<file path="src/design/dph_consts.svh">
// Timing and field constants for the dual-port RAM port controller.
`ifndef DPH_CONSTS_SVH
`define DPH_CONSTS_SVH
`define DPH_CLK_PERIOD_NS 25
`define DPH_CYC_UP(ns) (((ns) + `DPH_CLK_PERIOD_NS - 1) / `DPH_CLK_PERIOD_NS)
`define DPH_FLAG_SETTLE_NS 20
`define DPH_WRITE_PULSE_NS 25
`define DPH_ACCESS_NS 25
`define DPH_FLOW_THROUGH_NS 20
`define DPH_TOKEN_RECOVERY_NS 15
`define DPH_TOKEN_IDX_W 3
`define DPH_TOKEN_BIT 0
`define DPH_CNT_W 8
`endif

</file>
<file path="src/design/dph_pkg.sv">
// Types shared by the dual-port RAM port controller.
`default_nettype none
package dph_pkg;
	typedef enum logic [1:0] {DPH_RD, DPH_WR, DPH_TAKE, DPH_FREE} dph_op_t;
	typedef struct packed {
		dph_op_t     op;
		logic [13:0] addr;
		logic [15:0] data;
		logic [1:0]  byte_en;
	} dph_cmd_t;
	typedef struct packed {
		logic        port_enable_n;
		logic        rw;
		logic        out_enable_n;
		logic        token_latch_select_n;
		logic        high_byte_select_n;
		logic        low_byte_select_n;
		logic [13:0] addr;
	} dph_pins_t;
endpackage : dph_pkg
`default_nettype wire

</file>
<file path="src/design/dph_host.sv">
// Clocked controller driving one port of an asynchronous dual-port RAM.
// Overview of operation
// [RULE1] Device ports are independent; this controller drives one of them.
// [RULE2] Device holds eight token latches, each owned by one side.
// [RULE3] Write ends on rw rise with enable and data still held.
// [RULE4] Reads wait a flow-through delay before data is used.
// [RULE5] Array read asserts port enable and output enable, waits access time.
// [RULE6] Token read asserts token select with output enable, not port enable.
// [RULE7] Top array word is the right port mailbox.
// [RULE8] Second top word is the left port mailbox.
// [RULE9] Writing the far mailbox raises the far interrupt.
// [RULE10] Reading the own mailbox clears the own interrupt.
// [RULE11] Reading the far mailbox leaves its interrupt alone.
// [RULE12] While contended, a port cannot set or clear interrupts.
// [RULE13] Matching addresses are granted to one port; loser sees contention.
// [RULE14] Master drives contention flags; slave takes them as inputs.
// [RULE15] Writes wait until the contention input has settled and is clear.
// [RULE16] Token request writes zero, reads back, polls while it reads one.
// [RULE17] Token select or output enable drops for a gap before readback.
// [RULE18] Token access keeps port enable high, uses address 0-2, data bit 0.
// [RULE19] Zero written to a free latch shows zero here, one there.
// [RULE20] Owner writing one frees the latch or hands it to a waiter.
// [RULE21] Token read shows the latch value on all 16 lines, held.
// [RULE22] Simultaneous token requests are granted to exactly one side.
// [RULE23] After power-up all latches are free and interrupts inactive.
`default_nettype none
`include "dph_consts.svh"
module dph_host (
	// Clock, reset and enable.
	input  wire logic           clk_sys,
	input  wire logic           rst_b,
	input  wire logic           clk_en,
	// User command and response.
	input  wire logic           cmd_valid,
	output logic                cmd_ready,
	input  wire dph_pkg::dph_cmd_t cmd,
	output logic                resp_valid,
	output logic [15:0]         resp_data,
	output logic                mailbox_irq,
	output logic                contention,
	// Device port pins.
	output dph_pkg::dph_pins_t  pins,
	output logic [15:0]         data_o,
	output logic                data_oe,
	input  wire logic [15:0]    data_i,
	input  wire logic           busy_n,
	input  wire logic           int_n
);
	import dph_pkg::*;

	// -------------------------------------------------------------------
	// Timing counts
	// -------------------------------------------------------------------
	localparam logic [`DPH_CNT_W-1:0] T_SETTLE = `DPH_CNT_W'(`DPH_CYC_UP(`DPH_FLAG_SETTLE_NS));
	localparam logic [`DPH_CNT_W-1:0] T_WP = `DPH_CNT_W'(`DPH_CYC_UP(`DPH_WRITE_PULSE_NS));
	localparam logic [`DPH_CNT_W-1:0] T_ACC =
		`DPH_CNT_W'(`DPH_CYC_UP(`DPH_ACCESS_NS + `DPH_FLOW_THROUGH_NS));
	localparam logic [`DPH_CNT_W-1:0] T_GAP = `DPH_CNT_W'(`DPH_CYC_UP(`DPH_TOKEN_RECOVERY_NS));
	localparam dph_pins_t PINS_IDLE = '{1'b1, 1'b1, 1'b1, 1'b1, 1'b1, 1'b1, 14'h0000};

	typedef enum logic [2:0] {S_IDLE, S_SETUP, S_WRITE, S_WEND, S_READ, S_GAP} dph_state_t;

	// -------------------------------------------------------------------
	// Reset release and input synchronisers
	// -------------------------------------------------------------------
	logic        rst_q1;
	logic        rst_q2;
	logic [17:0] in_q1;
	logic [17:0] in_q2;
	logic [15:0] data_s;
	logic        busy_s;
	logic        int_s;

	// Reset is released through two flops so every flop reset by rst_q2 leaves reset together.
	always_ff @(posedge clk_sys or negedge rst_b) begin
		if (!rst_b) begin
			rst_q1 <= 1'b0;
			rst_q2 <= 1'b0;
		end else begin
			rst_q1 <= 1'b1;
			rst_q2 <= rst_q1;
		end
	end

	// Pins come from an unclocked device, so only the second stage is read.
	always_ff @(posedge clk_sys or negedge rst_q2) begin
		if (!rst_q2) begin
			in_q1 <= 18'h3FFFF;
			in_q2 <= 18'h3FFFF;
		end else if (clk_en) begin
			in_q1 <= {int_n, busy_n, data_i};
			in_q2 <= in_q1;
		end
	end
	assign data_s = in_q2[15:0];
	assign busy_s = in_q2[16];
	assign int_s  = in_q2[17];
	assign mailbox_irq = !int_s;
	assign contention  = !busy_s;

	// -------------------------------------------------------------------
	// Access sequencer
	// -------------------------------------------------------------------
	dph_state_t            state, next_state;
	logic [`DPH_CNT_W-1:0] cnt, next_cnt;
	dph_op_t               op, next_op;
	dph_pins_t             next_pins;
	logic [15:0]           next_data_o;
	logic                  next_data_oe;
	logic                  next_resp_valid;
	logic [15:0]           next_resp_data;
	logic                  is_token;

	assign is_token  = (op == DPH_TAKE) || (op == DPH_FREE);
	assign cmd_ready = (state == S_IDLE);

	// One step of the pin sequence per state; counters stretch every phase except S_IDLE and S_WEND.
	always_comb begin
		next_state      = state;
		next_cnt        = cnt;
		next_op         = op;
		next_pins       = pins;
		next_data_o     = data_o;
		next_data_oe    = data_oe;
		next_resp_valid = 1'b0;
		next_resp_data  = resp_data;
		unique case (state)
			S_IDLE: begin
				if (cmd_valid) begin
					next_op    = cmd.op;
					next_cnt   = T_SETTLE;
					next_state = S_SETUP;
					if (cmd.op == DPH_TAKE || cmd.op == DPH_FREE) begin
						// Port enable stays high; only the low address bits pick a latch.
						// An earlier array access may have left the byte selects low.
						// Together with token select low, that would be a forbidden pin state.
						next_pins.token_latch_select_n = 1'b0; // [RULE18]
						next_pins.high_byte_select_n   = 1'b1; // [RULE18]
						next_pins.low_byte_select_n    = 1'b1; // [RULE18]
						next_pins.addr = {11'h000, cmd.addr[`DPH_TOKEN_IDX_W-1:0]}; // [RULE18]
						next_data_o = {15'h0000, cmd.op == DPH_FREE}; // [RULE16] [RULE18]
					end else begin
						next_pins.port_enable_n      = 1'b0; // [RULE5]
						next_pins.high_byte_select_n = !cmd.byte_en[1];
						next_pins.low_byte_select_n  = !cmd.byte_en[0];
						next_pins.addr               = cmd.addr;
						next_data_o                  = cmd.data;
					end
				end
			end
			S_SETUP: begin
				if (cnt != `DPH_CNT_W'(0)) begin
					next_cnt = cnt - `DPH_CNT_W'(1);
				end else if (!is_token && !busy_s) begin
					// Contention flag still asserted: hold off the array access.
					next_state = S_SETUP; // [RULE15]
				end else if (op == DPH_RD) begin
					next_pins.out_enable_n = 1'b0; // [RULE5]
					next_cnt               = T_ACC; // [RULE4]
					next_state             = S_READ;
				end else begin
					next_pins.rw = 1'b0;
					next_data_oe = 1'b1;
					next_cnt     = T_WP;
					next_state   = S_WRITE;
				end
			end
			S_WRITE: begin
				if (cnt != `DPH_CNT_W'(0)) begin
					next_cnt = cnt - `DPH_CNT_W'(1);
				end else begin
					// The rw rise is the terminating edge; enable and data stay one cycle more.
					next_pins.rw = 1'b1; // [RULE3]
					next_state   = S_WEND;
				end
			end
			S_WEND: begin
				next_pins.port_enable_n        = 1'b1;
				next_pins.token_latch_select_n = 1'b1;
				next_data_oe                   = 1'b0;
				if (op == DPH_TAKE) begin
					next_cnt   = T_GAP; // [RULE17]
					next_state = S_GAP;
				end else begin
					next_resp_valid = 1'b1;
					next_state      = S_IDLE;
				end
			end
			S_GAP: begin
				if (cnt != `DPH_CNT_W'(0)) begin
					next_cnt = cnt - `DPH_CNT_W'(1);
				end else begin
					next_pins.token_latch_select_n = 1'b0; // [RULE6]
					next_pins.out_enable_n         = 1'b0; // [RULE6]
					next_cnt                       = T_ACC;
					next_state                     = S_READ;
				end
			end
			S_READ: begin
				if (cnt != `DPH_CNT_W'(0)) begin
					next_cnt = cnt - `DPH_CNT_W'(1);
				end else begin
					next_resp_data                 = data_s; // [RULE4]
					next_pins.out_enable_n         = 1'b1;
					next_pins.port_enable_n        = 1'b1;
					next_pins.token_latch_select_n = 1'b1;
					if (op == DPH_TAKE && data_s[`DPH_TOKEN_BIT]) begin
						// Far side owns it; poll again after a recovery gap. No timeout.
						next_cnt   = T_GAP; // [RULE16]
						next_state = S_GAP;
					end else begin
						next_resp_valid = 1'b1;
						next_state      = S_IDLE;
					end
				end
			end
		endcase
	end

	// Registers only; clk_en freezes all sequencing state.
	always_ff @(posedge clk_sys or negedge rst_q2) begin
		if (!rst_q2) begin
			state      <= S_IDLE;
			cnt        <= `DPH_CNT_W'(0);
			op         <= DPH_RD;
			pins       <= PINS_IDLE;
			data_o     <= 16'h0000;
			data_oe    <= 1'b0;
			resp_valid <= 1'b0;
			resp_data  <= 16'h0000;
		end else if (clk_en) begin
			state      <= next_state;
			cnt        <= next_cnt;
			op         <= next_op;
			pins       <= next_pins;
			data_o     <= next_data_o;
			data_oe    <= next_data_oe;
			resp_valid <= next_resp_valid;
			resp_data  <= next_resp_data;
		end
	end
endmodule : dph_host
`default_nettype wire

</file>
<file path="config.mk">
export PLATFORM = sky130hd
export DESIGN_NAME = dph_host
export DESIGN_NICKNAME = d
export VERILOG_FILES = /design/src/design/dph_pkg.sv /design/src/design/dph_host.sv
export VERILOG_INCLUDE_DIRS = /design/src /design/src/design
export SDC_FILE = /design/constraint.sdc
export NUM_CORES = 1
export LEC_CHECK = 0
export ABC_AREA = 1
export BUFFER_PORTS_ARGS = -buffer_cell sky130_fd_sc_hd__clkbuf_2
export CORE_ASPECT_RATIO = 0.6
export CORE_MARGIN = 4
export CORE_UTILIZATION = 36
export DETAILED_ROUTE_END_ITERATION = 7
export GPL_TIMING_DRIVEN = 0
export SYNTH_ARGS = -nofsm -noshare
export SYNTH_HDL_FRONTEND = slang
export SYNTH_SLANG_ARGS = --single-unit
</file>
<file path="constraint.sdc">
create_clock -name clk_sys -period 3.9 [get_ports clk_sys]
set_input_delay 0.39 -clock clk_sys [delete_from_list [all_inputs] [get_ports clk_sys]]
set_output_delay 0.39 -clock clk_sys [all_outputs]
set_load 0.01 [all_outputs]
</file>
==> metrics.md <==
| Metric | Value |
|---|---|
| Status | `finished clean` |
| Total area of sequential cells | `about 2700 um^2` |
| Initial DRC count | `210` |
| Portion of the post-synthesis area used by sequential elements | `between 60% and 70%` |
| Final RePlAce weighted congestion | `0.882` |
| Final cycle utilization of the critical path | `about 45%` |
| Die Width | `152 um` |
| Placed Instances | `between 700 and 800` |
| Final Worst Setup Slack | `~2.1 ns` |
| DRC viols | `0` |
| Placeable core region | `about 12000 um^2` |
| Vias per inst | `4.69` |
| Final setup violation count | `0` |
| Fill count | `between 1000 and 1500` |
| Antenna diode instance count | `0` |
| Dominant cell type by area after synthesis | `dfrtp_1` |
| CTS Sinks | `~110` |
| Antenna violations before repair | `0` |
| Pre-Repair DR Iteration Count | `4` |
| Utilization after layout | `between 40% and 50%` |
| Placement row count | `31` |
| Remaining global-route overflow | `0` |
| Residual antenna-violating net count after detailed routing | `0` |
| Via count | `between 3000 and 4000` |
| VDD IR-drop max | `between 0.2 and 0.3 mV` |
| Global-route wire length before repair | `about 18 mm` |
| Final hold viol count | `0` |
| Max-cap violation count | `0` |
| Startpoint class of the critical path | `register` |
| Slew at the pin with the worst max-slew slack | `0.625 ns` |
| Synth Net Count | `about 530` |
| Synth-to-Final Area Change | `24.1%` |
| TritonCTS clock tree | `yes` |
| Worst-case setup slack after placement | `2.07 ns` |
| Total half-perimeter wirelength after legalization and detailed placement | `8.30 mm` |
| Root cell of the clock tree | `clkbuf_16` |
| Clock Skew | `roughly 0.0066 ns` |
| DRT Wirelength | `~11 mm` |
| Number of synthesis warnings | `0` |
| Top Ports | `113` |
| Kind of critical path | `register to register` |
| Unrepaired setup endpoints after global routing | `no` |
| Starting density of the core | `a little under two fifths` |
| Number of CTS-inserted buffers | `9` |
| Power per standard cell area | `692 nW/um^2` |
| Number of global-route vias before repair | `3542` |
| Mean routed wirelength per cell | `14.4 um` |
| Layout cell share with drive strength beyond 1 | `roughly a third` |
| Element type at the critical path end | `register` |
| Clock edge transition at the registers on the reported setup and hold paths | `~0.07 ns` |
| Kind of path behind the tightest hold check | `input port to register` |
| Leakage power figure | `around 2.9 nW` |
| H-tree Lvls | `3` |
| Maximum number of pins on one net before global-route repair | `58` |
| Portion of synthesized cell area occupied by the leading cell type | `approximately 35%` |
| Count of buffers inserted at the top-level ports | `between 100 and 150` |
| Fin nets | `658` |
| Final Critical Period | `about 1.8 ns` |
| Required time of the critical path | `a little over 4 ns` |
| Total power after layout | `3.83 mW` |
| Number of storage elements in the synthesis netlist | `105` |
| Area of the multi-input gates | `between 1500 and 2000 um^2` |
| Final design instance area without fill | `between 5000 and 6000 um^2` |
| Final max-slew violation count | `0` |
| GRT Total Usage | `16.2%` |
| Later-pin clock latency in the skew report | `between 0.3 and 0.4 ns` |
| Synth Cell Area | `roughly 4500 um^2` |
| Number of distinct library cells after synthesis | `31` |
| Maximum root-to-sink buffer count | `2` |
| Maximum fanout count along the critical path | `10` |
| Final cell count without fillers | `between 700 and 800` |
| Die Area | `between 10000 and 15000 um^2` |
| Upper clock frequency limit | `about 0.57 GHz` |
| Die Span Y | `94.2 um` |
| Resize count post-CTS | `0` |
| Worst path arrival time | `about 2 ns` |
| Ranking of synthesized cells by area | `dfrtp_1, dfstp_2, nand2_1` |
| Synthesized area per cell | `around 9.4 um^2` |
| Cell area reported after detailed placement | `approximately 5300 um^2` |
| Slew HR | `between 50% and 60%` |
| Synthesized netlist cell count | `roughly 480` |
-- Yosys cell counts --
| library cell | count |
|---|---|
| nand3_4 | 1 |
| buf_6 | 2 |
| a22o_1 | 26 |
| a21oi_1 | 10 |
| nand4_1 | 1 |
| a2bb2oi_1 | 3 |
| o31ai_1 | 1 |
| nand3_1 | 15 |
| nand2_2 | 1 |
| o21ai_0 | 58 |
| ha_1 | 2 |
| nand3_2 | 2 |
| buf_4 | 1 |
| conb_1 | 1 |
| clkbuf_2 | 1 |
| o21ai_1 | 3 |
| inv_2 | 4 |
| xnor2_1 | 2 |
| clkbuf_1 | 7 |
| a22oi_1 | 1 |
| nor2_1 | 19 |
| nand2_1 | 159 |
| dfstp_2 | 42 |
| nor2_2 | 2 |
| o21ai_2 | 1 |
| dfrtp_1 | 63 |
| inv_1 | 38 |
| or2_2 | 1 |
| nor2_4 | 2 |
| nor2_8 | 1 |
| buf_2 | 5 |
-- path summary, 6_finish.rpt --
kind,start,endpoint,slack (ns),cells past startpoint
setup / recovery,cnt[0],resp_data[10],2.14,7
hold / removal,cmd[1],pins[15],0.20,2
setup reg to reg,cnt[0],resp_data[10],2.14,7
hold reg to reg,rst_q2,data_o[10],0.36,0
max in group asynchronous,rst_q2,in_q1[11],2.81,1
min in group asynchronous,rst_q2,data_o[10],0.36,0
-- final cells by class --
cell class                 count  share of cell area (%)
timing repair buffer         114                    10.8
clock inverter                 5                   0.588
tap                          165                    3.73
multi-input combinational    312                    27.7
clock buffer                  11                    4.21
buffer                        16                    1.56
sequential                   105                    48.5
inverter                      42                    2.85
-- critical path, cell delays in order (launching register included) --
cell      delay, ns
dfrtp_1        0.43
inv_1          0.11
ha_1           0.15
nand2_1        0.10
nor2_4         0.23
nand3_2        0.19
clkbuf_2       0.26
o21ai_0        0.20
-- timing repair --
action | CTS | global route
hold buffers | 1 | 0
setup buffers | 0 | 0
hold endpoints to repair | 2 | 0
endpoints found under the setup margin | 0 | 0
-- state kept, by name, indices dropped and copies added, names as in the netlist --
register / flops
cnt: 8
data_o: 16
data_oe: 1
in_q1: 18
in_q2: 18
op: 2
pins: 20
resp_data: 16
resp_valid: 1
rst_q1: 1
rst_q2: 1
state: 3
-- report_power, final --
group | internal, mW | total (mW) | leakage [nW] | switching, mW
clock network | 0.432 | 0.814 | 0.133 | 0.381
registers | 1.44 | 1.64 | 1.27 | 0.207
logic | 0.536 | 1.37 | 1.47 | 0.836
total | 2.40 | 3.83 | 2.87 | 1.42
-- per-stage QoR --
stage | TNS [ns] | hold WS, ns
floorplan | 0 | 0.0944
global placement | -15.39 | 0.177
detailed placement | 0 | 0.178
CTS | 0 | 0.179
global route | 0 | 0.185
finish | 0 | 0.197
-- metal layers --
| layer | vias up | GRT usage, % | part of all wire [%] |
|---|---|---|---|
| met4 | 0 | 4.26 | 0.86 |
| met3 | 9 | 3.95 | 8.0 |
| li1 | 1794 | - | - |
| met5 | - | 0 | 0 |
| met2 | 127 | 23.1 | 39 |
| met1 | 1684 | 24.3 | 52 |
-- cells in the final DEF (no fill, tap or decap), types with 2 or more instances in the layout --
| cell | n |
|---|---|
| nand3_2 | 2 |
| dfrtp_1 | 62 |
| xnor2_1 | 2 |
| a2bb2oi_1 | 3 |
| nor2_2 | 2 |
| dfstp_2 | 42 |
| nand3_1 | 15 |
| inv_2 | 4 |
| o21ai_1 | 3 |
| buf_2 | 5 |
| clkinv_4 | 2 |
| a22o_1 | 26 |
| inv_1 | 38 |
| a21oi_1 | 10 |
| clkbuf_16 | 9 |
| nor2_4 | 2 |
| clkinv_2 | 3 |
| clkbuf_1 | 9 |
| clkbuf_2 | 113 |
| o21ai_0 | 58 |
| nand2_1 | 159 |
| nor2_1 | 19 |
| buf_6 | 2 |
| ha_1 | 2 |
-- logic make-up (layout without fill, tap and decap cells) --
logic type               Yosys count  after routing  share of synthesized area, %
AND/OR/NAND/NOR                  204            204                          19.2
flip-flops                       105            105                          60.1
AO/OA/AOI/OAI                    103            103                          14.2
buffers and inverters             58            188                          5.47
adder cells (fa/ha/maj)            2              2                         0.561
XOR/XNOR                           2              2                         0.393
other                              1              1                        0.0841
No activity file was read; power rests on OpenSTA's default activity.
